--- src/rtl/pibc_pkg.sv ---
// Purpose: Shared constants and types for the PCI-to-ISA bridge control block
// Assumes: 8-bit configuration byte port, PCI clock domain only
// Notes:   Sample-point delays count PCI clocks from the address phase
package pibc_pkg;

  // ==========================================================
  // Configuration space
  localparam logic [7:0] PIBC_CTL_OFFSET = 8'h40;
  localparam logic [7:0] PIBC_CTL_RESET  = 8'h20;
  localparam logic [7:0] PIBC_CTL_WMASK  = 8'h7f;

  // ==========================================================
  // Control register layout, bit 7 reserved
  typedef struct packed {
    logic       reserved;
    logic       page_alias_ctl;
    logic       int_ack_enable;
    logic [1:0] subtractive_sample_point;
    logic       posted_write_buf_enable;
    logic       isa_master_linebuf_cfg;
    logic       dma_linebuf_cfg;
  } pibc_ctl_t;

  typedef enum logic [1:0] {
    PIBC_SP_SLOW     = 2'h0,
    PIBC_SP_TYPICAL  = 2'h1,
    PIBC_SP_FAST     = 2'h2,
    PIBC_SP_RESERVED = 2'h3
  } pibc_sp_t;

  // Clock after the address phase at which DEVSEL# is sampled
  localparam logic [2:0] PIBC_SP_FAST_CLK    = 3'h2;
  localparam logic [2:0] PIBC_SP_TYPICAL_CLK = 3'h3;
  localparam logic [2:0] PIBC_SP_SLOW_CLK    = 3'h4;

  // ==========================================================
  // PCI commands and I/O decode
  localparam logic [3:0] PIBC_CMD_INTA   = 4'h0;
  localparam logic [3:0] PIBC_CMD_IORD   = 4'h2;
  localparam logic [3:0] PIBC_CMD_IOWR   = 4'h3;
  localparam logic [3:0] PIBC_CMD_MEMWR  = 4'h7;

  localparam logic [15:0] PIBC_PAGE_BASE  = 16'h0080;
  localparam logic [15:0] PIBC_PAGE_MASK  = 16'hfff0;
  localparam logic [15:0] PIBC_ALIAS_MASK = 16'hffe0;
  localparam logic [15:0] PIBC_ALIAS_BASE = 16'h0090;
  localparam logic [15:0] PIBC_PORT92     = 16'h0092;
  localparam logic [15:0] PIBC_INTC_MASK  = 16'hfffe;
  localparam logic [15:0] PIBC_INTC1_BASE = 16'h0020;
  localparam logic [15:0] PIBC_INTC2_BASE = 16'h00a0;

  typedef struct packed {
    logic [3:0]  cmd;
    logic [15:0] addr;
  } pibc_cyc_t;

  typedef struct packed {
    logic page_reg;
    logic port92;
    logic intc;
    logic int_ack;
    logic fwd_isa;
    logic posted;
  } pibc_hit_t;

endpackage

--- src/rtl/pibc_bridge_ctl.sv ---
// Purpose: Control byte of a PCI-to-ISA bridge and the target-side decode it steers
// Assumes: All inputs are synchronous to ref_clk_i (the PCI clock), so none is resynchronised
// Notes:   One cycle at a time; a new start aborts a pending subtractive wait

// Notes on behaviour
// Control register is eight bits; top bit always reads zero.
// Alias bit clear: ignore address bit 4, 90h-9Fh hit the page registers.
// Alias bit set: claim only 80h-8Fh, forward 90h-9Fh to ISA.
// Port 92h is always fully decoded as its own register.
// Interrupt-acknowledge disabled: ignore INTA, still serve controller registers and polling.
// Interrupt-acknowledge enabled: respond to INTA; set after reset value 20h.
// Sample field picks DEVSEL# sample clock; still inactive means subtractive claim to ISA.
// Sample codes: 00 slow, 01 typical, 10 fast, 11 reserved.
// Software should match the sample point to the slowest target present.
// Posted write buffer off when bit clear (reset), on when set.
// ISA-master line buffer: single transaction when clear, 8-byte when set.
// DMA line buffer: single transaction when clear, 8-byte when set.
// Reserved sample code behaves as the slow sample point.
module pibc_bridge_ctl (
  input  wire logic                 ref_clk_i,
  input  wire logic                 resetn_i,
  input  wire logic                 cfg_wr_i,
  input  wire logic                 cfg_rd_i,
  input  wire logic [7:0]           cfg_addr_i,
  input  wire logic [7:0]           cfg_wdata_i,
  input  wire logic                 cyc_start_i,
  input  wire pibc_pkg::pibc_cyc_t  cyc_i,
  input  wire logic                 devsel_n_i,
  input  wire logic                 lb_xfer_dma_i,
  output logic [7:0]                cfg_rdata_o,
  output logic                      cfg_ack_o,
  output pibc_pkg::pibc_hit_t       hit_o,
  output logic                      subtractive_claim_o,
  output logic                      posted_write_buf_en_o,
  output logic                      linebuf_8byte_o
);

  // ==========================================================
  // Control register
  pibc_pkg::pibc_ctl_t ctl_r;
  logic [7:0]          cfg_rdata_r;
  logic                cfg_ack_r;

  always_ff @(posedge ref_clk_i or negedge resetn_i) begin
    if (!resetn_i) begin
      ctl_r <= pibc_pkg::PIBC_CTL_RESET;
    end else if (cfg_wr_i && cfg_addr_i == pibc_pkg::PIBC_CTL_OFFSET) begin
      ctl_r <= cfg_wdata_i & pibc_pkg::PIBC_CTL_WMASK;
    end
  end

  // Reads of other offsets return zero; they belong to other registers
  always_ff @(posedge ref_clk_i or negedge resetn_i) begin
    if (!resetn_i) begin
      cfg_rdata_r <= 8'h00;
    end else if (cfg_rd_i && cfg_addr_i == pibc_pkg::PIBC_CTL_OFFSET) begin
      cfg_rdata_r <= ctl_r & pibc_pkg::PIBC_CTL_WMASK;
    end else begin
      cfg_rdata_r <= 8'h00;
    end
  end

  // Every access is acknowledged, mapped or not, so the host never stalls
  always_ff @(posedge ref_clk_i or negedge resetn_i) begin
    if (!resetn_i) begin
      cfg_ack_r <= 1'b0;
    end else begin
      cfg_ack_r <= cfg_wr_i | cfg_rd_i;
    end
  end

  assign cfg_rdata_o = cfg_rdata_r;
  assign cfg_ack_o   = cfg_ack_r;

  // ==========================================================
  // Positive decode of the address phase
  pibc_pkg::pibc_hit_t hit_nxt;
  pibc_pkg::pibc_hit_t hit_r;
  logic                is_io;
  logic                in_page;
  logic                in_alias;
  logic                is_p92;

  always_comb begin
    is_io    = (cyc_i.cmd == pibc_pkg::PIBC_CMD_IORD) || (cyc_i.cmd == pibc_pkg::PIBC_CMD_IOWR);
    in_page  = (cyc_i.addr & pibc_pkg::PIBC_PAGE_MASK) == pibc_pkg::PIBC_PAGE_BASE;
    in_alias = (cyc_i.addr & pibc_pkg::PIBC_PAGE_MASK) == pibc_pkg::PIBC_ALIAS_BASE;
    is_p92   = cyc_i.addr == pibc_pkg::PIBC_PORT92;
    hit_nxt  = '0;
    if (cyc_start_i) begin
      hit_nxt.port92 = is_io && is_p92;
      if (ctl_r.page_alias_ctl) begin
        hit_nxt.page_reg = is_io && in_page;
        hit_nxt.fwd_isa  = is_io && in_alias && !is_p92;
      end else begin
        // Address bit 4 dropped from the compare
        hit_nxt.page_reg = is_io && !is_p92 &&
                           ((cyc_i.addr & pibc_pkg::PIBC_ALIAS_MASK) == pibc_pkg::PIBC_PAGE_BASE);
      end
      // Controller registers stay reachable so polling still works
      hit_nxt.intc = is_io &&
                     (((cyc_i.addr & pibc_pkg::PIBC_INTC_MASK) == pibc_pkg::PIBC_INTC1_BASE) ||
                      ((cyc_i.addr & pibc_pkg::PIBC_INTC_MASK) == pibc_pkg::PIBC_INTC2_BASE));
      hit_nxt.int_ack = ctl_r.int_ack_enable && (cyc_i.cmd == pibc_pkg::PIBC_CMD_INTA);
      hit_nxt.posted  = ctl_r.posted_write_buf_enable && (cyc_i.cmd == pibc_pkg::PIBC_CMD_MEMWR);
    end
  end

  always_ff @(posedge ref_clk_i or negedge resetn_i) begin
    if (!resetn_i) begin
      hit_r <= '0;
    end else begin
      hit_r <= hit_nxt;
    end
  end

  assign hit_o = hit_r;

  // ==========================================================
  // Subtractive decode: wait to the sample clock, then claim if nobody did
  typedef enum logic {PIBC_ST_IDLE, PIBC_ST_WAIT} pibc_st_t;

  pibc_st_t   st_r;
  logic [2:0] cnt_r;
  logic [2:0] sample_clk_r;
  logic       claim_r;
  logic [2:0] sample_clk;

  always_comb begin
    unique case (pibc_pkg::pibc_sp_t'(ctl_r.subtractive_sample_point))
      pibc_pkg::PIBC_SP_FAST:    sample_clk = pibc_pkg::PIBC_SP_FAST_CLK;
      pibc_pkg::PIBC_SP_TYPICAL: sample_clk = pibc_pkg::PIBC_SP_TYPICAL_CLK;
      // Reserved falls back to slow so a slow target is never double-claimed
      pibc_pkg::PIBC_SP_SLOW,
      pibc_pkg::PIBC_SP_RESERVED: sample_clk = pibc_pkg::PIBC_SP_SLOW_CLK;
    endcase
  end

  // Our own positive claims never go subtractive; INTA disabled is left unanswered too
  logic own_claim;

  always_comb begin
    own_claim = hit_nxt.page_reg | hit_nxt.port92 | hit_nxt.intc | hit_nxt.int_ack;
    own_claim = own_claim | hit_nxt.fwd_isa;
    if (cyc_i.cmd == pibc_pkg::PIBC_CMD_INTA) begin
      own_claim = 1'b1;
    end
  end

  // A start always restarts, so a late DEVSEL# of an older cycle is never counted
  always_ff @(posedge ref_clk_i or negedge resetn_i) begin
    if (!resetn_i) begin
      st_r <= PIBC_ST_IDLE;
    end else if (cyc_start_i) begin
      st_r <= own_claim ? PIBC_ST_IDLE : PIBC_ST_WAIT;
    end else begin
      unique case (st_r)
        PIBC_ST_IDLE: st_r <= PIBC_ST_IDLE;
        PIBC_ST_WAIT: begin
          if (!devsel_n_i || cnt_r == sample_clk_r) begin
            st_r <= PIBC_ST_IDLE;
          end
        end
      endcase
    end
  end

  // Clocks since the address phase; parked at zero while idle
  always_ff @(posedge ref_clk_i or negedge resetn_i) begin
    if (!resetn_i) begin
      cnt_r <= 3'h0;
    end else if (cyc_start_i) begin
      cnt_r <= 3'h1;
    end else if (st_r == PIBC_ST_WAIT && devsel_n_i && cnt_r != sample_clk_r) begin
      cnt_r <= cnt_r + 3'h1;
    end else if (st_r == PIBC_ST_IDLE) begin
      cnt_r <= 3'h0;
    end
  end

  // Latched per cycle so a config write during a wait cannot move the point
  always_ff @(posedge ref_clk_i or negedge resetn_i) begin
    if (!resetn_i) begin
      sample_clk_r <= pibc_pkg::PIBC_SP_SLOW_CLK;
    end else if (cyc_start_i) begin
      sample_clk_r <= sample_clk;
    end
  end

  always_ff @(posedge ref_clk_i or negedge resetn_i) begin
    if (!resetn_i) begin
      claim_r <= 1'b0;
    end else begin
      claim_r <= !cyc_start_i && st_r == PIBC_ST_WAIT && cnt_r == sample_clk_r && devsel_n_i;
    end
  end

  assign subtractive_claim_o = claim_r;

  // ==========================================================
  // Buffer controls
  logic pwb_r;
  logic lb8_r;

  always_ff @(posedge ref_clk_i or negedge resetn_i) begin
    if (!resetn_i) begin
      pwb_r <= 1'b0;
    end else begin
      pwb_r <= ctl_r.posted_write_buf_enable;
    end
  end

  // Mode follows the transfer type every clock; nothing is held across transfers
  always_ff @(posedge ref_clk_i or negedge resetn_i) begin
    if (!resetn_i) begin
      lb8_r <= 1'b0;
    end else begin
      lb8_r <= lb_xfer_dma_i ? ctl_r.dma_linebuf_cfg
                             : ctl_r.isa_master_linebuf_cfg;
    end
  end

  assign posted_write_buf_en_o = pwb_r;
  assign linebuf_8byte_o       = lb8_r;

endmodule

--- config.mk ---
export PLATFORM = sky130hd
export DESIGN_NAME = pibc_bridge_ctl
export DESIGN_NICKNAME = d
export VERILOG_FILES = /design/src/rtl/pibc_pkg.sv /design/src/rtl/pibc_bridge_ctl.sv
export SDC_FILE = /design/constraint.sdc
export NUM_CORES = 1
export LEC_CHECK = 0
export ABC_AREA = 1
export ABC_CLOCK_PERIOD_IN_PS = 3100
export BUFFER_PORTS_ARGS = -buffer_cell sky130_fd_sc_hd__buf_4
export CAP_MARGIN = 20
export CORE_ASPECT_RATIO = 1.25
export CORE_MARGIN = 3
export CORE_UTILIZATION = 50
export DETAILED_ROUTE_END_ITERATION = 10
export GPL_TIMING_DRIVEN = 0
export PLACE_DENSITY_LB_ADDON = 0.3
export SETUP_SLACK_MARGIN = 0.05
export SLEW_MARGIN = 10
export SYNTH_ARGS = -nofsm -noshare
export SYNTH_HDL_FRONTEND = slang
export SYNTH_SLANG_ARGS = --single-unit
--- constraint.sdc ---
create_clock -name ref_clk_i -period 3.1 [get_ports ref_clk_i]
set_input_delay 0.155 -clock ref_clk_i [delete_from_list [all_inputs] [get_ports ref_clk_i]]
set_output_delay 0.155 -clock ref_clk_i [all_outputs]
set_load 0.005 [all_outputs]
-- After elaboration in Yosys (flattened, before gate mapping)
Index checks and enable logic that the tools add are counted.
W data, S select, Z words.
- memory bits (writable): 0
- word-level logic and storage cells: 82
- bits of input ports: 43
- memory bits (read-only): 0
- output and inout bits: 18
- memories: 0
- flip-flop bits (word level): 31
- bits in latches: 0
- $mul: 0
- divide/modulo/power cells: 0
- shifts and indexed selects: 0
- multiplexer cells: 14
- bitwise logic cells: 6
- equality and inequality tests: 16
- $add $sub $neg: 1
- reduce and logical (&&, ||, !) cells: 25
- order comparisons: 0
- operator list (cell ; number):
    $eq A12 B4 Y1 const B ; 2
    $eq A16 B8 Y1 const B ; 1
    $logic_and A1 B1 Y1 ; 16
    $eq A15 B5 Y1 const B ; 1
    $eq A15 B7 Y1 const B ; 1
    $eq A11 B3 Y1 const B ; 1
    $mux W3 ; 3
    $pmux W3 S3 ; 1
    $eq A4 B2 Y1 const B ; 2
    $eq A8 B7 Y1 const B ; 1
    $mux W1 ; 7
    $mux W7 ; 1
    $mux W6 ; 1
    $or A1 B1 Y1 ; 5
    $eq A2 B2 Y1 const B ; 2
    $eq A4 B3 Y1 const B ; 1
    $logic_not A4 Y1 ; 1
    $add A3 B1 Y3 const B ; 1
    $eq A3 B3 Y1 ; 1
    $logic_not A1 Y1 ; 3
    $logic_or A1 B1 Y1 ; 3
    $ne A3 B2 Y1 const B ; 1
    $ne A3 B3 Y1 ; 1
    $eq A2 B1 Y1 const B ; 1
    other kinds (4) ; 4

-- Logic depth before layout (Yosys ltp)
Gate-level depths: netlist of the first run.
- depth after elaboration: 13
- depth in mapped cells: 10
- mapped depth without buffers: 10

-- Worst setup path before layout of the first run
No wires, ideal clock.
- path type: input -> register
- start: in cfg_addr_i[7]
- end: reg ctl_r[0] (netlist name)
- library setup time: 0.117 ns
- buffers on the path: 0
- data required time: 2.983 ns
- setup slack: 2.028 ns
- arrival time: 0.955 ns
- stages: 6
- path through: inv_1 nand2_2 nor4_4 nand2_4 nand2_1 nand2_1
- word-level cells in the longest chain between the ends: 2
- RTL lines (item ; RTL line ; source):
    start, declared ; pibc_bridge_ctl.sv:24 ; input wire logic [7:0] cfg_addr_i,
    $eq A8 B7 Y1 ; pibc_bridge_ctl.sv:47 ; end else if (cfg_wr_i && cfg_addr_i == pibc_pkg::PIBC_CTL_OFFSET) begin
    $logic_and A1 B1 Y1 ; pibc_bridge_ctl.sv:47 ;
    end signal, assigned ; pibc_bridge_ctl.sv:46 ; ctl_r <= pibc_pkg::PIBC_CTL_RESET;
    end signal, assigned ; pibc_bridge_ctl.sv:48 ; ctl_r <= cfg_wdata_i & pibc_pkg::PIBC_CTL_WMASK;
    end, declared ; pibc_bridge_ctl.sv:40 ; pibc_pkg::pibc_ctl_t ctl_r;
No other way between the ends.
A chain may end at the register's enable or synchronous reset.

-- Worst setup path in the final report of the first run
- start: in cyc_i[19] (netlist name)
- end: reg st_r
- word-level cells in the longest chain between the ends: 13
- elaborated cells on any way between the ends: 22
- classes of those cells: eq/ne: 2; mux: 6; bitwise: 4; reduce/logical: 10
- RTL lines (item ; RTL line ; source):
    start, declared ; pibc_bridge_ctl.sv:27 ; input wire pibc_pkg::pibc_cyc_t cyc_i,
    $eq A4 B2 Y1 ; pibc_bridge_ctl.sv:85 ; is_io = (cyc_i.cmd == pibc_pkg::PIBC_CMD_IORD) || (cyc_i.cmd == pibc_pkg::PIBC_CMD_IOWR);
    $logic_or A1 B1 Y1 ; pibc_bridge_ctl.sv:85 ;
    $logic_and A1 B1 Y1 (2 in a row) ; pibc_bridge_ctl.sv:97 ; hit_nxt.page_reg = is_io && !is_p92 &&
    $mux W1 ; pibc_bridge_ctl.sv:92 ; if (ctl_r.page_alias_ctl) begin
    $mux W6 ; pibc_bridge_ctl.sv:90 ; if (cyc_start_i) begin
    $or A1 B1 Y1 (3 in a row) ; pibc_bridge_ctl.sv:143 ; own_claim = hit_nxt.page_reg | hit_nxt.port92 | hit_nxt.intc | hit_nxt.int_ack;
    $or A1 B1 Y1 ; pibc_bridge_ctl.sv:144 ; own_claim = own_claim | hit_nxt.fwd_isa;
    $mux W1 * ; pibc_bridge_ctl.sv:145 ; if (cyc_i.cmd == pibc_pkg::PIBC_CMD_INTA) begin
    $mux W1 * ; pibc_bridge_ctl.sv:155 ; st_r <= own_claim ? PIBC_ST_IDLE : PIBC_ST_WAIT;
    $mux W1 * ; pibc_bridge_ctl.sv:154 ; end else if (cyc_start_i) begin
    end signal, assigned ; pibc_bridge_ctl.sv:155 ;
    end, declared ; pibc_bridge_ctl.sv:123 ; pibc_st_t st_r;
Mark *: on every way between the ends. The rest lies on a longest branch, timed or not.

==> results of run 1 <==
## through the flow
stage | power, mW | instance area, um2 | utilization (%) | hold WS (ns)
floorplan | 0.476 | 1460 | - | -0.141
global placement | 0.536 | 1930 | 70.7 | 0.0998
detailed placement | 0.541 | 1930 | 70.7 | 0.105
CTS | 0.849 | 2040 | 74.5 | 0.0354
global route | 0.878 | 2040 | 74.5 | 0.0421
finish | 0.839 | 2040 | 74.5 | 0.0500
## state kept, by name, summed over array words and instances, names as in the netlist, 3 cells and up
name / count
cfg_rdata_o: 7
ctl_r: 7
hit_o: 6
cnt_r: 3
sample_clk_r: 3
## worst max-delay path: stages
cell and delay (ns):
dlygate4sd3_1 0.54, buf_4 0.14, nor2_1 0.11, nand2_1 0.13, nor2_1 0.12, nand3_1 0.07
a21oi_1 0.13, nand2_1 0.09, nand2_1 0.08, nand2_1 0.05
## routing by layer
layer	up-vias	track usage [%]
li1	680	-
met1	607	18.8
met2	59	40.1
met3	13	6.32
met4	0	9.35
met5	-	0
## report_power, final
part	leakage, nW	total, mW	switching [mW]	internal [mW]
combinational	0.662	0.109	0.0507	0.0581
sequential	0.414	0.427	0.00896	0.418
clock	0.0395	0.304	0.133	0.171
total	1.12	0.839	0.193	0.647
## logic make-up (layout without fill, tap and decap cells)
family | after synthesis | after routing
xor gates and xnor gates | 4 | 4
adders and majority gates | 2 | 2
and+or+nand+nor | 106 | 106
AOI/OAI and AO/OA | 6 | 6
other | 1 | 1
DFF | 31 | 31
buffers and inverters | 27 | 95
## cell type report
| type | count | area, um2 | share of cell area, % |
|---|---|---|---|
| plain buffers | 3 | 22.5 | 1.11 |
| clock buffers | 7 | 45.0 | 2.21 |
| clock inverters | 1 | 30.0 | 1.48 |
| inverters | 24 | 90.1 | 4.43 |
| multi-input cells | 119 | 569 | 28.0 |
| flip-flops and latches | 31 | 778 | 38.2 |
| well taps | 34 | 42.5 | 2.09 |
| repair buffers | 60 | 458 | 22.5 |
## cell usage in the layout (no fill, tap or decap), drive strengths merged, types with 2 or more instances in the layout
master and n:
buf 59, clkbuf 8, dfrtp 29, dfstp 2, dlygate4sd3 3, ha 2
inv 24, nand2 46, nand3 17, nand4 2, nor2 36, nor3 2
o21ai 3, xnor2 4
## worst max-delay path by stage
| stage | start | to | slack (ns) |
|---|---|---|---|
| after floorplan | cfg_addr_i[7] | ctl_r[0] | 2.03 |
| after global placement | cfg_addr_i[3] | ctl_r[4] | 1.79 |
| after detailed placement | cfg_addr_i[1] | ctl_r[3] | 1.73 |
| after CTS | cyc_i[19] | st_r | 1.78 |
| after global routing | cyc_i[19] | st_r | 1.58 |
| final | cyc_i[19] | st_r | 1.72 |
==> flow_summary.toml, run 1 <==
[global_route]
track_usage_pct = 20.9
grt_pass1_vias = 1379
grt_first_pass_wirelength_um = 5360
overflow = 0
antenna_found_initial = 0
grt_start_max_net_pins = 32

[timing]
finalSetupViolCount = 0
skew_ns = 0.0103
hold_viol_final = 0
finalMaxSlewViolations = 0
timing.fmax_mhz = 727
max_slew_margin_pct = 58.9
rsz0062_at_grt = "no"
setup_slack_ns = 1.72
setup-tns-final_ns = 0
fin_crit_ns = 1.38
worst_slew_pin_slew_ns = 0.612
timing.final.crit_share_pct = 44.4

[critical_path]
end_kind = "flop"
cp_max_fo = 4
start_kind = "input pin"
path_class = "input pin to flop"
r2r-start = "ctl_r[6]"
arrival_ns = 1.61
reg2reg_depth = 7
reg2reg_setup_slack_ns = 1.92
critPathRequiredTime_ns = 3.33
reg2reg_to = "st_r"

[finish]
final_cells = 279
antenna_cells = 0
area_growth_pct = 39.4
final.fill_count = 222
drive_above_1_share_pct = 29.8
finish.net_count = 289

[route]
via_per_inst = 4.87
drtPass1Iterations = 4
route.met3.wl_um = 248
top_layer = "met4"
drc = 0
wirelength_met1_um = 1080
wl_per_cell_um = 11.7
num_vias = 1359
wl_um = 3270
routed-wl-met2_um = 1860
ant_nets = 0
drt_iter0_drc = 47

[clock_network]
hold_buffers = 3
cts-root-buf = "clkbuf_4"
cts_setup_buffers = 0
cts_sinks = 31
cts_resized = 0
cts.clk_slew.worst_paths_ns = 0.10
cts_max_level = 2
clockBufferDepth = 2
clk_latency_ns = 0.33
cts_tree = "yes"
cts_buffers = 5

[synthesis]
synthFlopType = "dfrtp_1"
synth-compound-area-share_pct = 2.40
ys_seq_area_share_pct = 53.3
yosys.area.top_type = "dfrtp_1"
synth_edf_count = 0
synth_top_area_share_pct = 49.7
synth-xor-area-share_pct = 2.40
synth_area_mm2 = 0.00146
synth.avg_cell_area_um2 = 8.25
synthDistinctLibCells = 24
synth-simple-area-share_pct = 32.2
synth.area.mux_share_pct = 0
synth_cells = 177
synth_nets = 222
synth_top_family_by_area = "simple AND/OR/NAND/NOR gates"
yosys-top-cells-count = "nand2_1, nor2_1, dfrtp_1, inv_1, nand3_1"
synthAdderAreaFrac_pct = 1.71
synth-seq-cells = 31
synth.most_common_cell = "nand2_1"
synthArstFlopShare_pct = 100
ys_warn_count = 0
synth_area_leaders = "dfrtp_1, nand2_1, nor2_1"

[worst_hold_path]
holdCritPathClass = "input pin to flop"
min_to = "sample_clk_r[0]"
min_path_cells = 3
worstHoldStart = "cyc_start_i"

[placement]
dp_cells = 268
place_hpwl_um = 2510
place_ws_ns = 1.73
routabilityCongestion = 0.872
portBuffers = 57

[floorplan]
rows = 21
ios = 61
dieArea_mm2 = 0.00361
core_mm2 = 0.00273
die_y_um = 66.4
initial_core_util_pct = 53.4
die_w_um = 54.3

[power_and_ir_drop]
irDropWorstVdd_mv = 0.346
powerDensity_mw_per_mm2 = 412
p_leak_nw = 1.12

[job]
drv_cap = 0

[run_status]
status = "completed"
(Power assumes the default switching activity.)
==> run 2: changes to the inputs <==
--- a/config.mk
+++ b/config.mk
@@ -6,12 +6,12 @@
 export NUM_CORES = 1
 export LEC_CHECK = 0
 export ABC_AREA = 1
-export ABC_CLOCK_PERIOD_IN_PS = 3100
+export ABC_CLOCK_PERIOD_IN_PS = 1100
 export BUFFER_PORTS_ARGS = -buffer_cell sky130_fd_sc_hd__buf_4
 export CAP_MARGIN = 20
 export CORE_ASPECT_RATIO = 1.25
 export CORE_MARGIN = 3
-export CORE_UTILIZATION = 50
+export CORE_UTILIZATION = 42
 export DETAILED_ROUTE_END_ITERATION = 10
 export GPL_TIMING_DRIVEN = 0
 export PLACE_DENSITY_LB_ADDON = 0.3
==> constraint.sdc (replaced) <==
create_clock -name ref_clk_i -period 1.1 [get_ports ref_clk_i]
set_input_delay 0.055 -clock ref_clk_i [delete_from_list [all_inputs] [get_ports ref_clk_i]]
set_output_delay 0.055 -clock ref_clk_i [all_outputs]
set_load 0.005 [all_outputs]
==> run 2 against run 1 <==
  * The run now ends with setup timing left
  * Critical path depth shrank 6
  * Clock-buffer cell count shrank 1
  * Total power grew to 3.3 times the previous value
  * Sequential power grew to 2.8 times the previous value
  * Largest cell class unchanged
  * Clock skew shrank 0.0031 ns
  * Worst hold slack lost 0.034 ns
  * Sequential share of layout area shrank 3.8 points
  * Global-route usage shrank 4.3 points
  * Die area grew 17%
  * Worst setup slack lost 1.8 ns
  * Largest power group unchanged
  * Sequential cell count is the same
==> flow_summary.toml, run 2 (same netlist as run 1, synthesis figures left out) <==
[floorplan]
die_w_um = 58.7
core_mm2 = 0.00328
dieArea_mm2 = 0.00422
die_y_um = 71.9
initial_core_util_pct = 44.5
ios = 61
rows = 23

[timing]
finalSetupViolCount = 5
rsz0062_at_grt = "yes"
timing.fmax_mhz = 874
fin_crit_ns = 1.14
timing.final.crit_share_pct = 104
skew_ns = 0.00720
hold_viol_final = 0
setup_slack_ns = -0.0439
finalMaxSlewViolations = 0

[critical_path]
arrival_ns = 1.36
reg2reg_setup_slack_ns = -0.04
critPathRequiredTime_ns = 1.32
end_kind = "flop"
path_class = "flop to flop"
start_kind = "flop"
cp_max_fo = 4

[run_status]
violations = "setup timing"
status = "finished with violations"

[power_and_ir_drop]
combPwrFrac_pct = 13.5
p_sw_mw = 0.617
p_int_mw = 2.11
p_sw_share_pct = 22.6
p_total_mw = 2.73
irDropWorstVdd_mv = 1.22
pwr-share-seq_pct = 44.3
clockPowerShare_pct = 42.2
p_leak_nw = 1.21
powerDensity_mw_per_mm2 = 1210

[finish]
antenna_cells = 0
layout_commonest_cell = "buf_4"
finish.net_count = 299
area_growth_pct = 54.6
final_cell_mix = "buf_4, nand2_1, nor2_1"
drive_above_1_share_pct = 36.1

[placement]
routabilityCongestion = 0.822
portBuffers = 57
place_ws_ns = -0.128
place_hpwl_um = 2350

[route]
drtPass1Iterations = 4
drt_iter0_drc = 27
num_vias = 1338
via_per_inst = 4.58
ant_nets = 0
wl_per_cell_um = 11.3
wl_um = 3310
drc = 0

[global_route]
grt_start_max_net_pins = 32
grt_pass1_vias = 1292
track_usage_pct = 16.6
overflow = 0
antenna_found_initial = 0
grt_first_pass_wirelength_um = 5390

[job]
drv_cap = 0

[clock_network]
cts.clk_slew.worst_paths_ns = 0.07
cts_tree = "yes"
cts_buffers = 5
clockBufferDepth = 2
clk_latency_ns = 0.29
cts_sinks = 31
cts-root-buf = "clkbuf_8"
cts_max_level = 2

[worst_hold_path]
holdCritPathClass = "input pin to flop"
## run 2: cell types whose count changed in the layout (fill, tap and decap cells not counted), moves of 2 or more
cell and change:
buf_4 +4, clkbuf_1 -2, clkbuf_4 -5, clkbuf_8 +6, dlygate4sd3_1 +6, nand3_1 -5, nand3_2 +3, nand3_4 +2
o21ai_0 -2, o21ai_2 +2, xnor2_1 -3, xnor2_2 +3
## run 2: area by class of cell
type,count,area (um2)
clock inverters,2,35.0
clock buffers,6,82.6
repair buffers,70,548
fillers,272,1020
flip-flops and latches,31,778
inverters,24,90.1
plain buffers,3,22.5
multi-input cells,119,654
well taps,37,46.3
## run 2: what timing repair did
action / 4_1_cts / 5_1_grt
hold endpoints to repair: 39 / 0
buffers inserted: 1 / 3
gates resized for setup: 1 / 17
setup endpoints to repair: 4 / 10
hold buffers: 9 / 0
pin swaps: 2 / 3
## run 2: metal layers
layer	vias to the layer above	global-route usage [%]	wire, um
li1	696	-	-
met1	600	18.2	1260
met2	39	29.4	1780
met3	3	6.05	233
met4	0	5.29	37
met5	-	0	0
## run 2: worst paths after layout
path,start,endpoint,cells after the start
hold / removal,cfg_wdata_i[0],ctl_r[0],3
min in group asynchronous,resetn_i,cnt_r[2],2
max in group asynchronous,resetn_i,ctl_r[5],2
setup / recovery,sample_clk_r[2],subtractive_claim_o,4
setup reg to reg,sample_clk_r[2],subtractive_claim_o,4
hold reg to reg,ctl_r[2],posted_write_buf_en_o,0
## run 2: per-stage QoR
stage / utilization, % / cells / hold slack [ns] / setup TNS, ns / cell area, um2
2_1_floorplan: - / 177 / -0.241 / 0 / 1460
3_3_place_gp: 59.0 / 271 / 0.000585 / -1.09 / 1930
3_5_place_dp: 59.0 / 271 / 0.00490 / -1.46 / 1930
4_1_cts: 65.5 / 289 / 0.00450 / -0.197 / 2150
5_1_grt: 68.8 / 292 / 0.0208 / -0.408 / 2260
6_report: 68.8 / 292 / 0.0164 / -0.125 / 2260
## run 2: critical path: stages (launching register included)
cell     delay [ns]
dfstp_2        0.56
xnor2_2        0.13
nand3_4        0.13
buf_4          0.16
nor2_1         0.10
## run 2: power groups by stage
stage	clock network, mW	logic (mW)	registers (mW)
5_1_grt	1.22	0.414	1.21
2_1_floorplan	0	0.121	1.22
3_3_place_gp	0	0.289	1.22
3_5_place_dp	0	0.296	1.23
6_report	1.15	0.367	1.21
4_1_cts	1.19	0.325	1.21
==> run 3: changes to the inputs <==
--- a/config.mk
+++ b/config.mk
@@ -6,12 +6,12 @@
 export NUM_CORES = 1
 export LEC_CHECK = 0
 export ABC_AREA = 1
-export ABC_CLOCK_PERIOD_IN_PS = 1100
+export ABC_CLOCK_PERIOD_IN_PS = 1400
 export BUFFER_PORTS_ARGS = -buffer_cell sky130_fd_sc_hd__buf_4
 export CAP_MARGIN = 20
 export CORE_ASPECT_RATIO = 1.25
 export CORE_MARGIN = 3
-export CORE_UTILIZATION = 42
+export CORE_UTILIZATION = 50
 export DETAILED_ROUTE_END_ITERATION = 10
 export GPL_TIMING_DRIVEN = 0
 export PLACE_DENSITY_LB_ADDON = 0.3
==> constraint.sdc (replaced) <==
create_clock -name ref_clk_i -period 1.4 [get_ports ref_clk_i]
set_input_delay 0.07 -clock ref_clk_i [delete_from_list [all_inputs] [get_ports ref_clk_i]]
set_output_delay 0.07 -clock ref_clk_i [all_outputs]
set_load 0.005 [all_outputs]
==> run 3 against run 2 <==
  * Worst hold slack gained 0.020 ns
  * Die area shrank 15%
  * Highest routed layer unchanged
  * Via count increased by 5.1%
  * Routed wire length increased by 8.6%
  * The run now ends clean
  * Clock power down 40%
  * Largest cell class unchanged
  * Critical path type unchanged
  * Non-clock buffer count is 5 higher
==> flow_summary.toml, run 3 (same netlist as run 1, synthesis figures left out) <==
[run_status]
status = "completed"

[timing]
timing.final.crit_share_pct = 90.7
finalMaxSlewViolations = 0
max_slew_margin_pct = 57.2
timing.fmax_mhz = 788
worst_slew_pin_slew_ns = 0.637
fin_crit_ns = 1.27
rsz0062_at_grt = "no"
setup_slack_ns = 0.130
finalSetupViolCount = 0
skew_ns = 0.0103
setup-tns-final_ns = 0
hold_viol_final = 0

[floorplan]
die_w_um = 54.3
initial_core_util_pct = 53.4
ios = 61
core_mm2 = 0.00273
dieArea_mm2 = 0.00361
rows = 21
die_y_um = 66.4

[clock_network]
clk_latency_ns = 0.34
cts_buffers = 5
cts.clk_slew.worst_paths_ns = 0.11
cts-root-buf = "clkbuf_4"
cts_tree = "yes"
clockBufferDepth = 2
cts_max_level = 2
cts_sinks = 31

[critical_path]
arrival_ns = 1.55
timing.critical_path.from = "ctl_r[2]"
critPathRequiredTime_ns = 1.68
end_kind = "flop"
path_class = "flop to flop"
r2r-start = "ctl_r[2]"
start_kind = "flop"
cp_max_fo = 3

[power_and_ir_drop]
powerDensity_mw_per_mm2 = 875
irDropWorstVdd_mv = 0.576
p_total_mw = 1.91
p_leak_nw = 1.18
clockPowerShare_pct = 36.0
p_sw_mw = 0.454
pwr-share-seq_pct = 49.4
combPwrFrac_pct = 14.5
p_sw_share_pct = 23.7
p_int_mw = 1.46

[global_route]
antenna_found_initial = 0
grt_start_max_net_pins = 32
grt_pass1_vias = 1421
grt_first_pass_wirelength_um = 5750
track_usage_pct = 22.6
overflow = 0

[finish]
final_cell_mix = "buf_4, nand2_1, nor2_1"
area_growth_pct = 49.7
finish.net_count = 304
drive_above_1_share_pct = 29.6
antenna_cells = 0
layout_commonest_cell = "buf_4"
utilization_pct = 80.0

[worst_hold_path]
holdCritPathClass = "input pin to flop"
worstHoldStart = "cfg_addr_i[5]"

[route]
wl_um = 3600
drt_iter0_drc = 49
wl_per_cell_um = 12.2
via_per_inst = 4.78
drc = 0
ant_nets = 0
num_vias = 1406
drtPass1Iterations = 4

[job]
drv_cap = 0

[placement]
place_ws_ns = 0.119
place_hpwl_um = 2510
portBuffers = 57
routabilityCongestion = 0.872
## run 3: cell types whose count changed in the layout (fill, tap and decap cells not counted), moves of 3 or more
cell | previous run | this run
nand3_2 | 3 | 0
xnor2_2 | 3 | 0
xnor2_1 | 1 | 4
clkbuf_4 | 0 | 5
clkbuf_8 | 6 | 0
nand3_1 | 12 | 17
dlygate4sd3_1 | 9 | 16
## run 3: timing repair
item / 4_1_cts / 5_1_grt
hold buffers: 16 / 0
hold endpoints to repair: 46 / 0
resized for setup: 0 / 2
buffers inserted: 0 / 2
setup endpoints to repair: 0 / 2
## run 3: path summary, 6_finish.rpt
| kind | to | slack [ns] | cells past startpoint |
|---|---|---|---|
| max | hit_o[0] | 0.13 | 3 |
| min | ctl_r[5] | 0.04 | 4 |
| max reg2reg | hit_o[0] | 0.13 | 3 |
| min reg2reg | sample_clk_r[2] | 0.48 | 2 |
| max in group asynchronous | sample_clk_r[2] | 0.88 | 2 |
| min in group asynchronous | subtractive_claim_o | 0.20 | 2 |
## run 3: power groups by stage
| stage | clock (mW) | combinational, mW | sequential, mW |
|---|---|---|---|
| 4_1_cts | 0.691 | 0.270 | 0.946 |
| 3_3_place_gp | 0 | 0.226 | 0.962 |
| 6_report | 0.689 | 0.278 | 0.945 |
| 2_1_floorplan | 0 | 0.0954 | 0.959 |
| 3_5_place_dp | 0 | 0.235 | 0.963 |
| 5_1_grt | 0.728 | 0.310 | 0.948 |
## run 3: worst max-delay path, cell delays in order, from the launching register on
cell	delay, ns
dfrtp_1	0.40
nand4_1	0.11
nor3_1	0.14
dlygate4sd3_1	0.57
## run 3: layout make-up
cell class                      instances  area (um2)
Tap cell                               34        42.5
Clock inverter                          1        30.0
Sequential cell                        31         778
Buffer                                  3        22.5
Fill cell                             195         547
Multi-Input combinational cell        119         574
Clock buffer                            7        45.0
Timing Repair Buffer                   75         603
Inverter                               24        90.1
## run 3: routing by layer
metal | routed length (um) | track usage [%] | vias up
met2 | 2050 | 43.1 | 50
met5 | 0 | 0 | -
met1 | 1240 | 20.9 | 637
met3 | 221 | 6.55 | 10
met4 | 80 | 9.35 | 0
li1 | - | - | 709
## run 3: metrics by stage
step	instances	hold slack [ns]	area, um2
floorplan	177	-0.226	1460
global placement	268	0.0148	1930
detailed placement	268	0.0204	1930
CTS	292	0.0397	2170
global route	294	0.0614	2190
finish	294	0.0359	2190
